**config.mk**
```make
export PLATFORM = sky130hd
export DESIGN_NAME = gie_port
export DESIGN_NICKNAME = d
export VERILOG_FILES = /design/src/design/gie_pkg.sv /design/src/design/gie_port.sv
export VERILOG_INCLUDE_DIRS = /design/src /design/src/design
export SDC_FILE = /design/constraint.sdc
export NUM_CORES = 1
export LEC_CHECK = 0
export ABC_AREA = 1
export BUFFER_PORTS_ARGS = -buffer_cell sky130_fd_sc_hd__buf_2
export CAP_MARGIN = 10
export CORE_ASPECT_RATIO = 0.75
export CORE_MARGIN = 1.5
export CORE_UTILIZATION = 40
export DETAILED_ROUTE_END_ITERATION = 10
export PLACE_DENSITY_LB_ADDON = 0.08
export REMOVE_ABC_BUFFERS = 1
export SYNTH_ARGS = -nofsm -noshare
export SYNTH_HDL_FRONTEND = slang
export SYNTH_SLANG_ARGS = --single-unit
```
**constraint.sdc**
```tcl
create_clock -name clock_i -period 2.3 [get_ports clock_i]
set_input_delay 0.115 -clock clock_i [delete_from_list [all_inputs] [get_ports clock_i]]
set_output_delay 0.115 -clock clock_i [all_outputs]
set_load 0.01 [all_outputs]
```
**src/design/gie_cfg.svh**
```systemverilog
// register offsets, reset values and widths of the gpio input/event block
// assumes byte addressing on a 32-bit classic wishbone bus
`ifndef GIE_CFG_SVH
`define GIE_CFG_SVH

// ==========================================================
// widths
`define GIE_PINS 8
`define GIE_AW 8
`define GIE_DW 32

// ==========================================================
// byte offsets
`define GIE_OFF_PIN_LEVEL 8'h00
`define GIE_OFF_NOTIFY_EN 8'h04
`define GIE_OFF_EDGE_STAT 8'h08
`define GIE_OFF_STAT_CLR 8'h0c
`define GIE_OFF_POLARITY 8'h10
`define GIE_OFF_EVT_TYPE 8'h14
`define GIE_OFF_ROUTE_IRQ 8'h18
`define GIE_OFF_ROUTE_SMI 8'h1c
`define GIE_OFF_ROUTE_WAKE 8'h20

// ==========================================================
// reset values
`define GIE_RST_NOTIFY_EN 8'h00
`define GIE_RST_EDGE_STAT 8'h00
`define GIE_RST_POLARITY 8'h00
`define GIE_RST_EVT_TYPE 8'h00
`define GIE_RST_ROUTE_IRQ 8'hff
`define GIE_RST_ROUTE_SMI 8'h00
`define GIE_RST_ROUTE_WAKE 8'h00

`endif

```
**src/design/gie_pkg.sv**
```systemverilog
// types of the gpio input/event block
// assumes gie_cfg.svh is on the include path
`include "gie_cfg.svh"

package gie_pkg;

    // ==========================================================
    // register selector
    typedef enum logic [3:0] {
        GIE_REG_NONE,
        GIE_REG_PIN_LEVEL,
        GIE_REG_NOTIFY_EN,
        GIE_REG_EDGE_STAT,
        GIE_REG_STAT_CLR,
        GIE_REG_POLARITY,
        GIE_REG_EVT_TYPE,
        GIE_REG_ROUTE_IRQ,
        GIE_REG_ROUTE_SMI,
        GIE_REG_ROUTE_WAKE
    } gie_reg_e;

    typedef logic [`GIE_PINS-1:0] gie_pins_t;

    // ==========================================================
    // wishbone request as one bundle
    typedef struct packed {
        logic cyc;
        logic stb;
        logic we;
        logic [`GIE_AW-1:0] adr;
        logic [3:0] sel;
        logic [`GIE_DW-1:0] dat;
    } gie_wb_req_s;

    // ==========================================================
    // whole state of the block
    typedef struct packed {
        gie_pins_t sync1;
        gie_pins_t sync2;
        gie_pins_t prev;
        gie_pins_t notify_en;
        gie_pins_t edge_stat;
        gie_pins_t polarity;
        gie_pins_t evt_type;
        gie_pins_t route_irq;
        gie_pins_t route_smi;
        gie_pins_t route_wake;
        gie_pins_t notify;
        logic irq;
        logic smi;
        logic wake;
        logic ack;
        logic [`GIE_DW-1:0] rdat;
    } gie_state_s;

endpackage : gie_pkg

```
**src/design/gie_port.sv**
```systemverilog
// gpio input level and edge event logic with a classic wishbone slave
// assumes pins are asynchronous to clock_i; bus master is classic single cycle
`timescale 1ns/1ns
`include "gie_cfg.svh"

// What this block does
// - input register bit n reads the current level of pin n, bits 7..0
// - input read shows pin levels whatever the configuration or output data
// - writes to the input register are dropped with no effect
// - enable bit 1 lets a pin notify, 0 masks it; all reset to 0
// - enable bit never changes status capture
// - status bit set by an active edge, sticky until cleared, resets to 0
// - only the edge matching the pin polarity setting is active
// - capture ignores event type and enable bit
// - writing 1 clears a status bit, writing 0 leaves it
// - per-pin routing to irq, smi and wake; only irq routing on after reset
module gie_port
    import gie_pkg::*;
(
    // clock and reset
    input wire logic clock_i,
    input wire logic resetn_i,
    // wishbone slave
    input wire logic wb_cyc_i,
    input wire logic wb_stb_i,
    input wire logic wb_we_i,
    input wire logic [`GIE_AW-1:0] wb_adr_i,
    input wire logic [3:0] wb_sel_i,
    input wire logic [`GIE_DW-1:0] wb_dat_i,
    output logic [`GIE_DW-1:0] wb_dat_o,
    output logic wb_ack_o,
    // pins
    input wire logic [`GIE_PINS-1:0] pin_i,
    // notification and routing
    output logic [`GIE_PINS-1:0] notify_o,
    output logic irq_o,
    output logic smi_o,
    output logic wake_request_out_o
);

    // ==========================================================
    // address decode
    function automatic gie_reg_e reg_decode(input logic [`GIE_AW-1:0] adr);
        gie_reg_e r;
        r = GIE_REG_NONE;
        if (adr == `GIE_OFF_PIN_LEVEL) begin
            r = GIE_REG_PIN_LEVEL;
        end else if (adr == `GIE_OFF_NOTIFY_EN) begin
            r = GIE_REG_NOTIFY_EN;
        end else if (adr == `GIE_OFF_EDGE_STAT) begin
            r = GIE_REG_EDGE_STAT;
        end else if (adr == `GIE_OFF_STAT_CLR) begin
            r = GIE_REG_STAT_CLR;
        end else if (adr == `GIE_OFF_POLARITY) begin
            r = GIE_REG_POLARITY;
        end else if (adr == `GIE_OFF_EVT_TYPE) begin
            r = GIE_REG_EVT_TYPE;
        end else if (adr == `GIE_OFF_ROUTE_IRQ) begin
            r = GIE_REG_ROUTE_IRQ;
        end else if (adr == `GIE_OFF_ROUTE_SMI) begin
            r = GIE_REG_ROUTE_SMI;
        end else if (adr == `GIE_OFF_ROUTE_WAKE) begin
            r = GIE_REG_ROUTE_WAKE;
        end
        return r;
    endfunction : reg_decode

    // ==========================================================
    // state
    localparam gie_state_s RESET_STATE = '{
        sync1: '0,
        sync2: '0,
        prev: '0,
        notify_en: `GIE_RST_NOTIFY_EN,
        edge_stat: `GIE_RST_EDGE_STAT,
        polarity: `GIE_RST_POLARITY,
        evt_type: `GIE_RST_EVT_TYPE,
        route_irq: `GIE_RST_ROUTE_IRQ,
        route_smi: `GIE_RST_ROUTE_SMI,
        route_wake: `GIE_RST_ROUTE_WAKE,
        notify: '0,
        irq: 1'b0,
        smi: 1'b0,
        wake: 1'b0,
        ack: 1'b0,
        rdat: '0
    };

    gie_state_s st_q;
    gie_state_s st_d;
    gie_wb_req_s req;
    gie_reg_e sel_reg;
    logic wr_take;
    logic lane0;
    gie_pins_t edge_hit;
    gie_pins_t clr_mask;

    assign req = '{cyc: wb_cyc_i, stb: wb_stb_i, we: wb_we_i, adr: wb_adr_i, sel: wb_sel_i, dat: wb_dat_i};
    assign sel_reg = reg_decode(req.adr);
    // write lands on the edge where the master sees ack
    assign wr_take = req.cyc & req.stb & req.we & st_q.ack;
    assign lane0 = req.sel[0];

    // ==========================================================
    // edge detection on synchronised levels; event type and enable play no part
    assign edge_hit = (st_q.polarity & st_q.sync2 & ~st_q.prev)
                    | (~st_q.polarity & ~st_q.sync2 & st_q.prev);

    assign clr_mask = (wr_take && lane0 && (sel_reg == GIE_REG_EDGE_STAT || sel_reg == GIE_REG_STAT_CLR))
                    ? req.dat[`GIE_PINS-1:0] : '0;

    always_comb begin
        st_d = st_q;
        // only sync1 feeds sync2; nothing else looks at the first stage
        st_d.sync1 = pin_i;
        st_d.sync2 = st_q.sync1;
        st_d.prev = st_q.sync2;

        // a new edge beats a clear in the same cycle
        st_d.edge_stat = (st_q.edge_stat & ~clr_mask) | edge_hit;

        if (wr_take && lane0) begin
            if (sel_reg == GIE_REG_NOTIFY_EN) begin
                st_d.notify_en = req.dat[`GIE_PINS-1:0];
            end else if (sel_reg == GIE_REG_POLARITY) begin
                st_d.polarity = req.dat[`GIE_PINS-1:0];
            end else if (sel_reg == GIE_REG_EVT_TYPE) begin
                st_d.evt_type = req.dat[`GIE_PINS-1:0];
            end else if (sel_reg == GIE_REG_ROUTE_IRQ) begin
                st_d.route_irq = req.dat[`GIE_PINS-1:0];
            end else if (sel_reg == GIE_REG_ROUTE_SMI) begin
                st_d.route_smi = req.dat[`GIE_PINS-1:0];
            end else if (sel_reg == GIE_REG_ROUTE_WAKE) begin
                st_d.route_wake = req.dat[`GIE_PINS-1:0];
            end
            // pin level register is not a target: write dropped
        end

        // outputs computed from next values so they track the flags exactly
        st_d.notify = st_d.edge_stat & st_d.notify_en;
        st_d.irq = |(st_d.notify & st_d.route_irq);
        st_d.smi = |(st_d.notify & st_d.route_smi);
        st_d.wake = |(st_d.notify & st_d.route_wake);

        // one-cycle ack, one wait state; unmapped offsets ack with zero data
        st_d.ack = req.cyc & req.stb & ~st_q.ack;
        st_d.rdat = '0;
        if (req.cyc && req.stb && !st_q.ack && !req.we) begin
            if (sel_reg == GIE_REG_PIN_LEVEL) begin
                st_d.rdat[`GIE_PINS-1:0] = st_q.sync2;
            end else if (sel_reg == GIE_REG_NOTIFY_EN) begin
                st_d.rdat[`GIE_PINS-1:0] = st_q.notify_en;
            end else if (sel_reg == GIE_REG_EDGE_STAT) begin
                st_d.rdat[`GIE_PINS-1:0] = st_q.edge_stat;
            end else if (sel_reg == GIE_REG_POLARITY) begin
                st_d.rdat[`GIE_PINS-1:0] = st_q.polarity;
            end else if (sel_reg == GIE_REG_EVT_TYPE) begin
                st_d.rdat[`GIE_PINS-1:0] = st_q.evt_type;
            end else if (sel_reg == GIE_REG_ROUTE_IRQ) begin
                st_d.rdat[`GIE_PINS-1:0] = st_q.route_irq;
            end else if (sel_reg == GIE_REG_ROUTE_SMI) begin
                st_d.rdat[`GIE_PINS-1:0] = st_q.route_smi;
            end else if (sel_reg == GIE_REG_ROUTE_WAKE) begin
                st_d.rdat[`GIE_PINS-1:0] = st_q.route_wake;
            end
        end
    end

    always_ff @(posedge clock_i or negedge resetn_i) begin
        if (!resetn_i) begin
            st_q <= RESET_STATE;
        end else begin
            st_q <= st_d;
        end
    end

    assign wb_dat_o = st_q.rdat;
    assign wb_ack_o = st_q.ack;
    assign notify_o = st_q.notify;
    assign irq_o = st_q.irq;
    assign smi_o = st_q.smi;
    assign wake_request_out_o = st_q.wake;

    // ==========================================================
    // checks
    a_ack_one_cycle: assert property (@(posedge clock_i) disable iff (!resetn_i)
        wb_ack_o |=> !wb_ack_o)
        else $error("ack held longer than one cycle");

    a_ack_latency: assert property (@(posedge clock_i) disable iff (!resetn_i)
        (wb_cyc_i && wb_stb_i && !wb_ack_o) |=> wb_ack_o)
        else $error("ack not given one cycle after request");

    a_pin_read_level: assert property (@(posedge clock_i) disable iff (!resetn_i)
        (wb_cyc_i && wb_stb_i && !wb_we_i && !wb_ack_o && wb_adr_i == `GIE_OFF_PIN_LEVEL)
        |=> (wb_dat_o == {24'h000000, $past(st_q.sync2)}))
        else $error("pin level read does not match synchronised pins");

    a_edge_sets_stat: assert property (@(posedge clock_i) disable iff (!resetn_i)
        (|edge_hit) |=> ((st_q.edge_stat & $past(edge_hit)) == $past(edge_hit)))
        else $error("active edge did not set its status bit");

    a_no_edge_no_set: assert property (@(posedge clock_i) disable iff (!resetn_i)
        1'b1 |=> ((st_q.edge_stat & ~$past(st_q.edge_stat) & ~$past(edge_hit)) == 8'h00))
        else $error("status bit set without an active edge");

    a_w1c_clears: assert property (@(posedge clock_i) disable iff (!resetn_i)
        (|clr_mask) |=> ((st_q.edge_stat & $past(clr_mask) & ~$past(edge_hit)) == 8'h00))
        else $error("write one did not clear status");

    a_w0_keeps: assert property (@(posedge clock_i) disable iff (!resetn_i)
        1'b1 |=> ((~st_q.edge_stat & $past(st_q.edge_stat) & ~$past(clr_mask)) == 8'h00))
        else $error("status bit lost without a clear");

    a_notify_gated: assert property (@(posedge clock_i) disable iff (!resetn_i)
        notify_o == (st_q.edge_stat & st_q.notify_en))
        else $error("notify differs from status and enable");

    a_irq_route: assert property (@(posedge clock_i) disable iff (!resetn_i)
        irq_o == (|(notify_o & st_q.route_irq)))
        else $error("irq line differs from routed notifications");

    a_smi_route: assert property (@(posedge clock_i) disable iff (!resetn_i)
        smi_o == (|(notify_o & st_q.route_smi)))
        else $error("smi line differs from routed notifications");

    a_wake_route: assert property (@(posedge clock_i) disable iff (!resetn_i)
        wake_request_out_o == (|(notify_o & st_q.route_wake)))
        else $error("wake request differs from routed notifications");

    a_irq_needs_enable: assert property (@(posedge clock_i) disable iff (!resetn_i)
        irq_o |-> (|(st_q.edge_stat & st_q.notify_en)))
        else $error("irq raised with no enabled status bit");

    // ==========================================================
    // bus timing and read data
    a_ack_from_request: assert property (@(posedge clock_i) disable iff (!resetn_i)
        wb_ack_o |-> $past(wb_cyc_i && wb_stb_i && !wb_ack_o))
        else $error("ack given without a taken request");

    a_rdat_idle_zero: assert property (@(posedge clock_i) disable iff (!resetn_i)
        !wb_ack_o |-> (wb_dat_o == 32'h00000000))
        else $error("read data not zero outside the ack cycle");

    a_rdat_upper_zero: assert property (@(posedge clock_i) disable iff (!resetn_i)
        wb_dat_o[`GIE_DW-1:`GIE_PINS] == 24'h000000)
        else $error("read data upper bits not zero");

    a_clr_reads_zero: assert property (@(posedge clock_i) disable iff (!resetn_i)
        (wb_cyc_i && wb_stb_i && !wb_we_i && !wb_ack_o && wb_adr_i == `GIE_OFF_STAT_CLR)
        |=> (wb_dat_o == 32'h00000000))
        else $error("clear register read not zero");

    a_enable_read: assert property (@(posedge clock_i) disable iff (!resetn_i)
        (wb_cyc_i && wb_stb_i && !wb_we_i && !wb_ack_o && wb_adr_i == `GIE_OFF_NOTIFY_EN)
        |=> (wb_dat_o == {24'h000000, $past(st_q.notify_en)}))
        else $error("enable read does not match register");

    a_stat_read: assert property (@(posedge clock_i) disable iff (!resetn_i)
        (wb_cyc_i && wb_stb_i && !wb_we_i && !wb_ack_o && wb_adr_i == `GIE_OFF_EDGE_STAT)
        |=> (wb_dat_o == {24'h000000, $past(st_q.edge_stat)}))
        else $error("status read does not match register");

    // ==========================================================
    // register writes; a write lands on the edge where ack is high
    a_pin_write_dropped: assert property (@(posedge clock_i) disable iff (!resetn_i)
        (wb_cyc_i && wb_stb_i && wb_we_i && wb_ack_o && wb_adr_i == `GIE_OFF_PIN_LEVEL)
        |=> (st_q.notify_en == $past(st_q.notify_en) && st_q.polarity == $past(st_q.polarity)
            && st_q.evt_type == $past(st_q.evt_type) && st_q.route_irq == $past(st_q.route_irq)))
        else $error("write to the pin level register changed state");

    a_enable_write: assert property (@(posedge clock_i) disable iff (!resetn_i)
        (wb_cyc_i && wb_stb_i && wb_we_i && wb_ack_o && wb_sel_i[0] && wb_adr_i == `GIE_OFF_NOTIFY_EN)
        |=> (st_q.notify_en == $past(wb_dat_i[`GIE_PINS-1:0])))
        else $error("enable write did not land");

    a_enable_keeps: assert property (@(posedge clock_i) disable iff (!resetn_i)
        !(wb_cyc_i && wb_stb_i && wb_we_i && wb_ack_o && wb_adr_i == `GIE_OFF_NOTIFY_EN)
        |=> $stable(st_q.notify_en))
        else $error("enable changed without a write");

    a_polarity_write: assert property (@(posedge clock_i) disable iff (!resetn_i)
        (wb_cyc_i && wb_stb_i && wb_we_i && wb_ack_o && wb_sel_i[0] && wb_adr_i == `GIE_OFF_POLARITY)
        |=> (st_q.polarity == $past(wb_dat_i[`GIE_PINS-1:0])))
        else $error("polarity write did not land");

    a_polarity_keeps: assert property (@(posedge clock_i) disable iff (!resetn_i)
        !(wb_cyc_i && wb_stb_i && wb_we_i && wb_ack_o && wb_adr_i == `GIE_OFF_POLARITY)
        |=> $stable(st_q.polarity))
        else $error("polarity changed without a write");

    a_evt_type_write: assert property (@(posedge clock_i) disable iff (!resetn_i)
        (wb_cyc_i && wb_stb_i && wb_we_i && wb_ack_o && wb_sel_i[0] && wb_adr_i == `GIE_OFF_EVT_TYPE)
        |=> (st_q.evt_type == $past(wb_dat_i[`GIE_PINS-1:0])))
        else $error("event type write did not land");

    a_evt_type_keeps: assert property (@(posedge clock_i) disable iff (!resetn_i)
        !(wb_cyc_i && wb_stb_i && wb_we_i && wb_ack_o && wb_adr_i == `GIE_OFF_EVT_TYPE)
        |=> $stable(st_q.evt_type))
        else $error("event type changed without a write");

    a_route_irq_write: assert property (@(posedge clock_i) disable iff (!resetn_i)
        (wb_cyc_i && wb_stb_i && wb_we_i && wb_ack_o && wb_sel_i[0] && wb_adr_i == `GIE_OFF_ROUTE_IRQ)
        |=> (st_q.route_irq == $past(wb_dat_i[`GIE_PINS-1:0])))
        else $error("irq routing write did not land");

    a_route_smi_write: assert property (@(posedge clock_i) disable iff (!resetn_i)
        (wb_cyc_i && wb_stb_i && wb_we_i && wb_ack_o && wb_sel_i[0] && wb_adr_i == `GIE_OFF_ROUTE_SMI)
        |=> (st_q.route_smi == $past(wb_dat_i[`GIE_PINS-1:0])))
        else $error("smi routing write did not land");

    a_route_wake_write: assert property (@(posedge clock_i) disable iff (!resetn_i)
        (wb_cyc_i && wb_stb_i && wb_we_i && wb_ack_o && wb_sel_i[0] && wb_adr_i == `GIE_OFF_ROUTE_WAKE)
        |=> (st_q.route_wake == $past(wb_dat_i[`GIE_PINS-1:0])))
        else $error("wake routing write did not land");

    // ==========================================================
    // pin path; the level check runs only once both sync stages have run out of reset
    a_level_follows_pin: assert property (@(posedge clock_i) disable iff (!resetn_i)
        ($past(resetn_i) && $past(resetn_i, 2)) |-> (st_q.sync2 == $past(pin_i, 2)))
        else $error("synchronised level does not follow the pins");

    a_prev_follows: assert property (@(posedge clock_i) disable iff (!resetn_i)
        $past(resetn_i) |-> (st_q.prev == $past(st_q.sync2)))
        else $error("edge stage does not follow the synchronised level");

    a_stat_next: assert property (@(posedge clock_i) disable iff (!resetn_i)
        1'b1 |=> (st_q.edge_stat == (($past(st_q.edge_stat) & ~$past(clr_mask)) | $past(edge_hit))))
        else $error("status moved other than by an edge or a clear");

    // ==========================================================
    // per pin: an edge of the wrong direction never sets status; an active edge always sets it
    for (genvar gi = 0; gi < `GIE_PINS; gi++) begin : g_pin_chk
        a_rise_ignored: assert property (@(posedge clock_i) disable iff (!resetn_i)
            (!st_q.polarity[gi] && st_q.sync2[gi] && !st_q.prev[gi] && !st_q.edge_stat[gi])
            |=> !st_q.edge_stat[gi])
            else $error("rising edge set status of a falling edge pin");

        a_fall_ignored: assert property (@(posedge clock_i) disable iff (!resetn_i)
            (st_q.polarity[gi] && !st_q.sync2[gi] && st_q.prev[gi] && !st_q.edge_stat[gi])
            |=> !st_q.edge_stat[gi])
            else $error("falling edge set status of a rising edge pin");

        a_active_sets: assert property (@(posedge clock_i) disable iff (!resetn_i)
            (st_q.polarity[gi] ? (st_q.sync2[gi] && !st_q.prev[gi]) : (!st_q.sync2[gi] && st_q.prev[gi]))
            |=> st_q.edge_stat[gi])
            else $error("active edge of a pin did not set its status bit");
    end

endmodule : gie_port

```
# Yosys cells after proc, flatten, opt, wreduce, memory -nomap -nowiden
# Index checks and enable logic that the tools add are counted.
# word_totals
reg_bits,100
latch_bits,0
mem_bits_rw,0
mem_bits_ro,0
mem_count,0
# classes
add_sub_neg,0
multipliers,0
div_mod_pow,0
magnitude_cmp,0
n_eq_ne,17
shifts,0
mux,30
n_bitwise,22
reduce_logical,14
# op_table
cell,n
$mux 8,16
$mux 24,4
$and 8x8->8,9
$mux 4,9
$eq 8x5->1 const B,4
$not 8->8,4
$reduce_or 8->1,3
$eq 4x3->1 const B,4
$eq 8x4->1 const B,2
$mux 16,1
$or 8x8->8,2
$eq 4x2->1 const B,2
$eq 4x4->1 const B,2
$eq 8x3->1 const B,1
$eq 8x6->1 const B,1
$logic_not 8->1,1
$logic_and 1x1->1,5
$and 1x1->1,4
$eq 4x1->1 const B,1
$reduce_and 4->1,1
$not 1->1,3
$reduce_and 3->1,1
$logic_not 1->1,2
$logic_or 1x1->1,1

# Logic depth before layout (Yosys ltp)
# logic_depth
ltp_word,20
ltp_mapped,13
ltp_nobuf,12

# Least setup slack after synthesis
# OpenSTA, ideal clock, no wires.
# synth_path
kind,register to register
start,"register st_q, in the netlist wb_ack_o"
end,"register st_q, in the netlist irq_o"
setup_ns,0.119
t_arrival_ns,1.368
required_ns,2.181
slack_ns,0.813
stages_incl_launch_ff,10
path_buffers,2
period_less_slack_ns,1.487
path_cell_list,dfrtp_1 nand2_1 nor2_4 buf_4 buf_2 a21oi_1 nand3_1 nand2_1 nor2_1 nand2_1
# synth_rtl
element,line,source
start: declaration,gie_port.sv:89,gie_state_s st_q;
start signal: assignment,gie_port.sv:173,st_q <= st_d;

==> impl_metrics.yaml <==
outcome:
  status: "finished clean"
logic_synthesis:
  synth_flop_cell: "dfrtp_1"
  synth-seq-cells: 100
  yosys-top-cells-area: "dfrtp_1 44%, nand2_1 11%, nand3_1 6.2%, buf_4 6.2%, inv_1 4.7%"
  yosys.area.top_type_share: 0.441
  synth_edf_count: 0
  synth.distinct_cells: 28
  async_reset_ff_frac: 1.00
  synth_seq_area_share: 0.482
  ys_warn_count: 0
  netlist_instances: 642
  yosysMostFrequentCell: "nand2_1"
  syn_area_um2: 5220
  synth_area_leader_cell: "dfrtp_1"
  synth.avg_cell_area_um2: 8.13
  synth_common_cells: "156 x nand2_1, 92 x dfrtp_1, 65 x inv_1, 65 x nand3_1, 49 x nor2_1"
sta:
  grt_setup_unrepaired: "false"
  timing.fmax_mhz: 515
  relSlewSlack: 0.606
  drv_slew: 0
  whs_ns: 0.0233
  skew_ns: 0.00907
  setup_tns_ns: 0
  setup_violations: 0
  min_period_ns: 1.94
  worst_pin_slew_ns: 0.589
  finalCritPeriodShare: 0.844
  final-hold-violation-count: 0
setup_path:
  timing.rr.start: "wb_ack_o$_DFF_PN0_"
  crit_arrival_ns: 2.22
  startpoint_type: "flop"
  r2r_cells: 8
  cp_data_required_time_ns: 2.58
  endpoint: "smi_o$_DFF_PN0_"
  rrSetupSlack_ns: 0.36
  path_class: "reg2reg"
  timing.rr.end: "smi_o$_DFF_PN0_"
  critPathLaunch: "wb_ack_o$_DFF_PN0_"
  end_kind: "flop"
  worstPathMaxFanout: 16
floorplan:
  die-area_um2: 13700
  rows: 35
  fp.coreArea_um2: 12500
  die_h_um: 102
  fp.dieW_um: 135
  ios: 101
  start_util: 0.418
route:
  drt_first_pass_iters: 5
  drt_iter0_drc: 256
  ant_nets: 0
  via_per_inst: 4.95
  num_vias: 4265
  drc: 0
  finalWirelength_um: 13200
  wire_per_inst_um: 15.3
place:
  hpwlAfterDp_um: 9010
  placed_cells: 837
  port-buffer-count: 49
  routabilityCongestion: 0.856
cts:
  cts_buffers: 9
  ctsRootBufferMaster: "clkbuf_16"
  cts_tree: "yes"
  worstSkewPairLatency_ns: 0.35
  ctsHoldBuffers: 9
  htree_levels: 3
  cts_setup_buffers: 0
  clk_pin_slew_ns: 0.06
  clockBufferDepth: 2
  cts.sinks: 100
  cts_resized: 0
layout:
  drive_gt1_frac: 0.203
  diodes: 0
  syn2layout_area_growth_pct: 12.2
  fillers: 1221
  stdcell_count: 862
  final_nets: 748
global_routing:
  grt.overflow.total: 0
  track_usage: 0.206
  grt_pass1_wl_um: 21100
  grt_pass1_vias: 4060
  grt_max_degree: 50
  antenna_found_initial: 0
hold_path:
  hold_path.class: "in2reg"
power_and_ir_drop:
  power.leakage_nw: 3.00
  vdd_drop_max_v: 0.000362
  power_density_nw_per_um2: 666
run:
  cap_viol_max_count: 0
==> state kept, by name, indices dropped and copies added (netlist names) <==
name and count:
irq_o 1, notify_o 8, smi_o 1, st_d 16, st_q 64, wake_request_out_o 1, wb_ack_o 1, wb_dat_o 8
==> cell usage in the layout, fill, tap and decap left out, drive strengths merged <==
master,synthesis,layout
a21oi,39,39
and2,8,8
buf,57,64
clkbuf,1,11
clkinv,0,3
clkinvlp,0,1
conb,1,24
dfrtp,92,92
dfstp,8,8
dlygate4sd3,0,9
inv,73,74
nand2,176,176
nand3,68,68
nand4,7,7
nor2,61,61
nor3,1,1
o211ai,6,6
o21ai,44,44
==> kinds of logic (layout without fill, tap and decap cells) <==
| group | after synthesis | in the layout | share of synthesized area |
|---|---|---|---|
| compound gates | 89 | 89 | 0.0991 |
| flops | 100 | 100 | 0.482 |
| simple gates | 321 | 321 | 0.285 |
| buf+inv | 131 | 162 | 0.133 |
| other cells | 1 | 24 | 0.000719 |
==> worst min path at each step <==
stage	from	end	slack (ns)	cells past startpoint
CTS	wb_stb_i	wb_ack_o$_DFF_PN0_	0.02	3
floorplan	resetn_i	irq_o$_DFF_PN0_	-0.18	0
finish	wb_stb_i	wb_ack_o$_DFF_PN0_	0.02	3
global route	wb_stb_i	wb_ack_o$_DFF_PN0_	0.02	3
global placement	resetn_i	st_q[91]$_DFF_PN0_	0.06	1
detailed placement	resetn_i	st_q[91]$_DFF_PN0_	0.06	1
==> stage by stage <==
stage                     utilization  power (mW)  setup WS (ns)  cell area [um^2]
after floorplan                     -        2.32          0.144              4880
after global placement          0.440        2.46          0.337              5490
after detailed placement        0.440        2.49          0.318              5490
after CTS                       0.469        3.94          0.355              5850
after global routing            0.469        4.12          0.247              5850
final                           0.469        3.90          0.358              5850
==> metal layers <==
layer	track usage	part of all wire	up-vias
li1	-	-	2070
met4	0.0761	0.027	0
met5	0	0	-
met1	0.297	0.50	2035
met3	0.0397	0.052	24
met2	0.310	0.42	136
==> critical path, cell delays in order, from the launching register on <==
cell     delay, ns
dfrtp_1       0.38
nand2_1       0.10
nor2_4        0.35
nand2_4       0.29
o21ai_2       0.32
nand3_1       0.17
nand2_1       0.12
nor2_1        0.06
nand2_1       0.07
==> power by group <==
group,switching [mW],internal [mW],total (mW)
Clock,0.667,0.766,1.43
Combinational,0.309,0.167,0.475
Sequential,0.0819,1.91,1.99
Total,1.06,2.84,3.90
==> cell type report <==
cell class	instances	area (um^2)	share of cell area
clock buffer	11	243	0.0415
tap	166	208	0.0355
multi-input combinational	434	2090	0.358
clock inverter	5	35.0	0.00598
inverter	73	274	0.0468
sequential	100	2510	0.429
timing repair buffer	73	488	0.0834
Note: power is estimated with default switching activity, not from simulation.
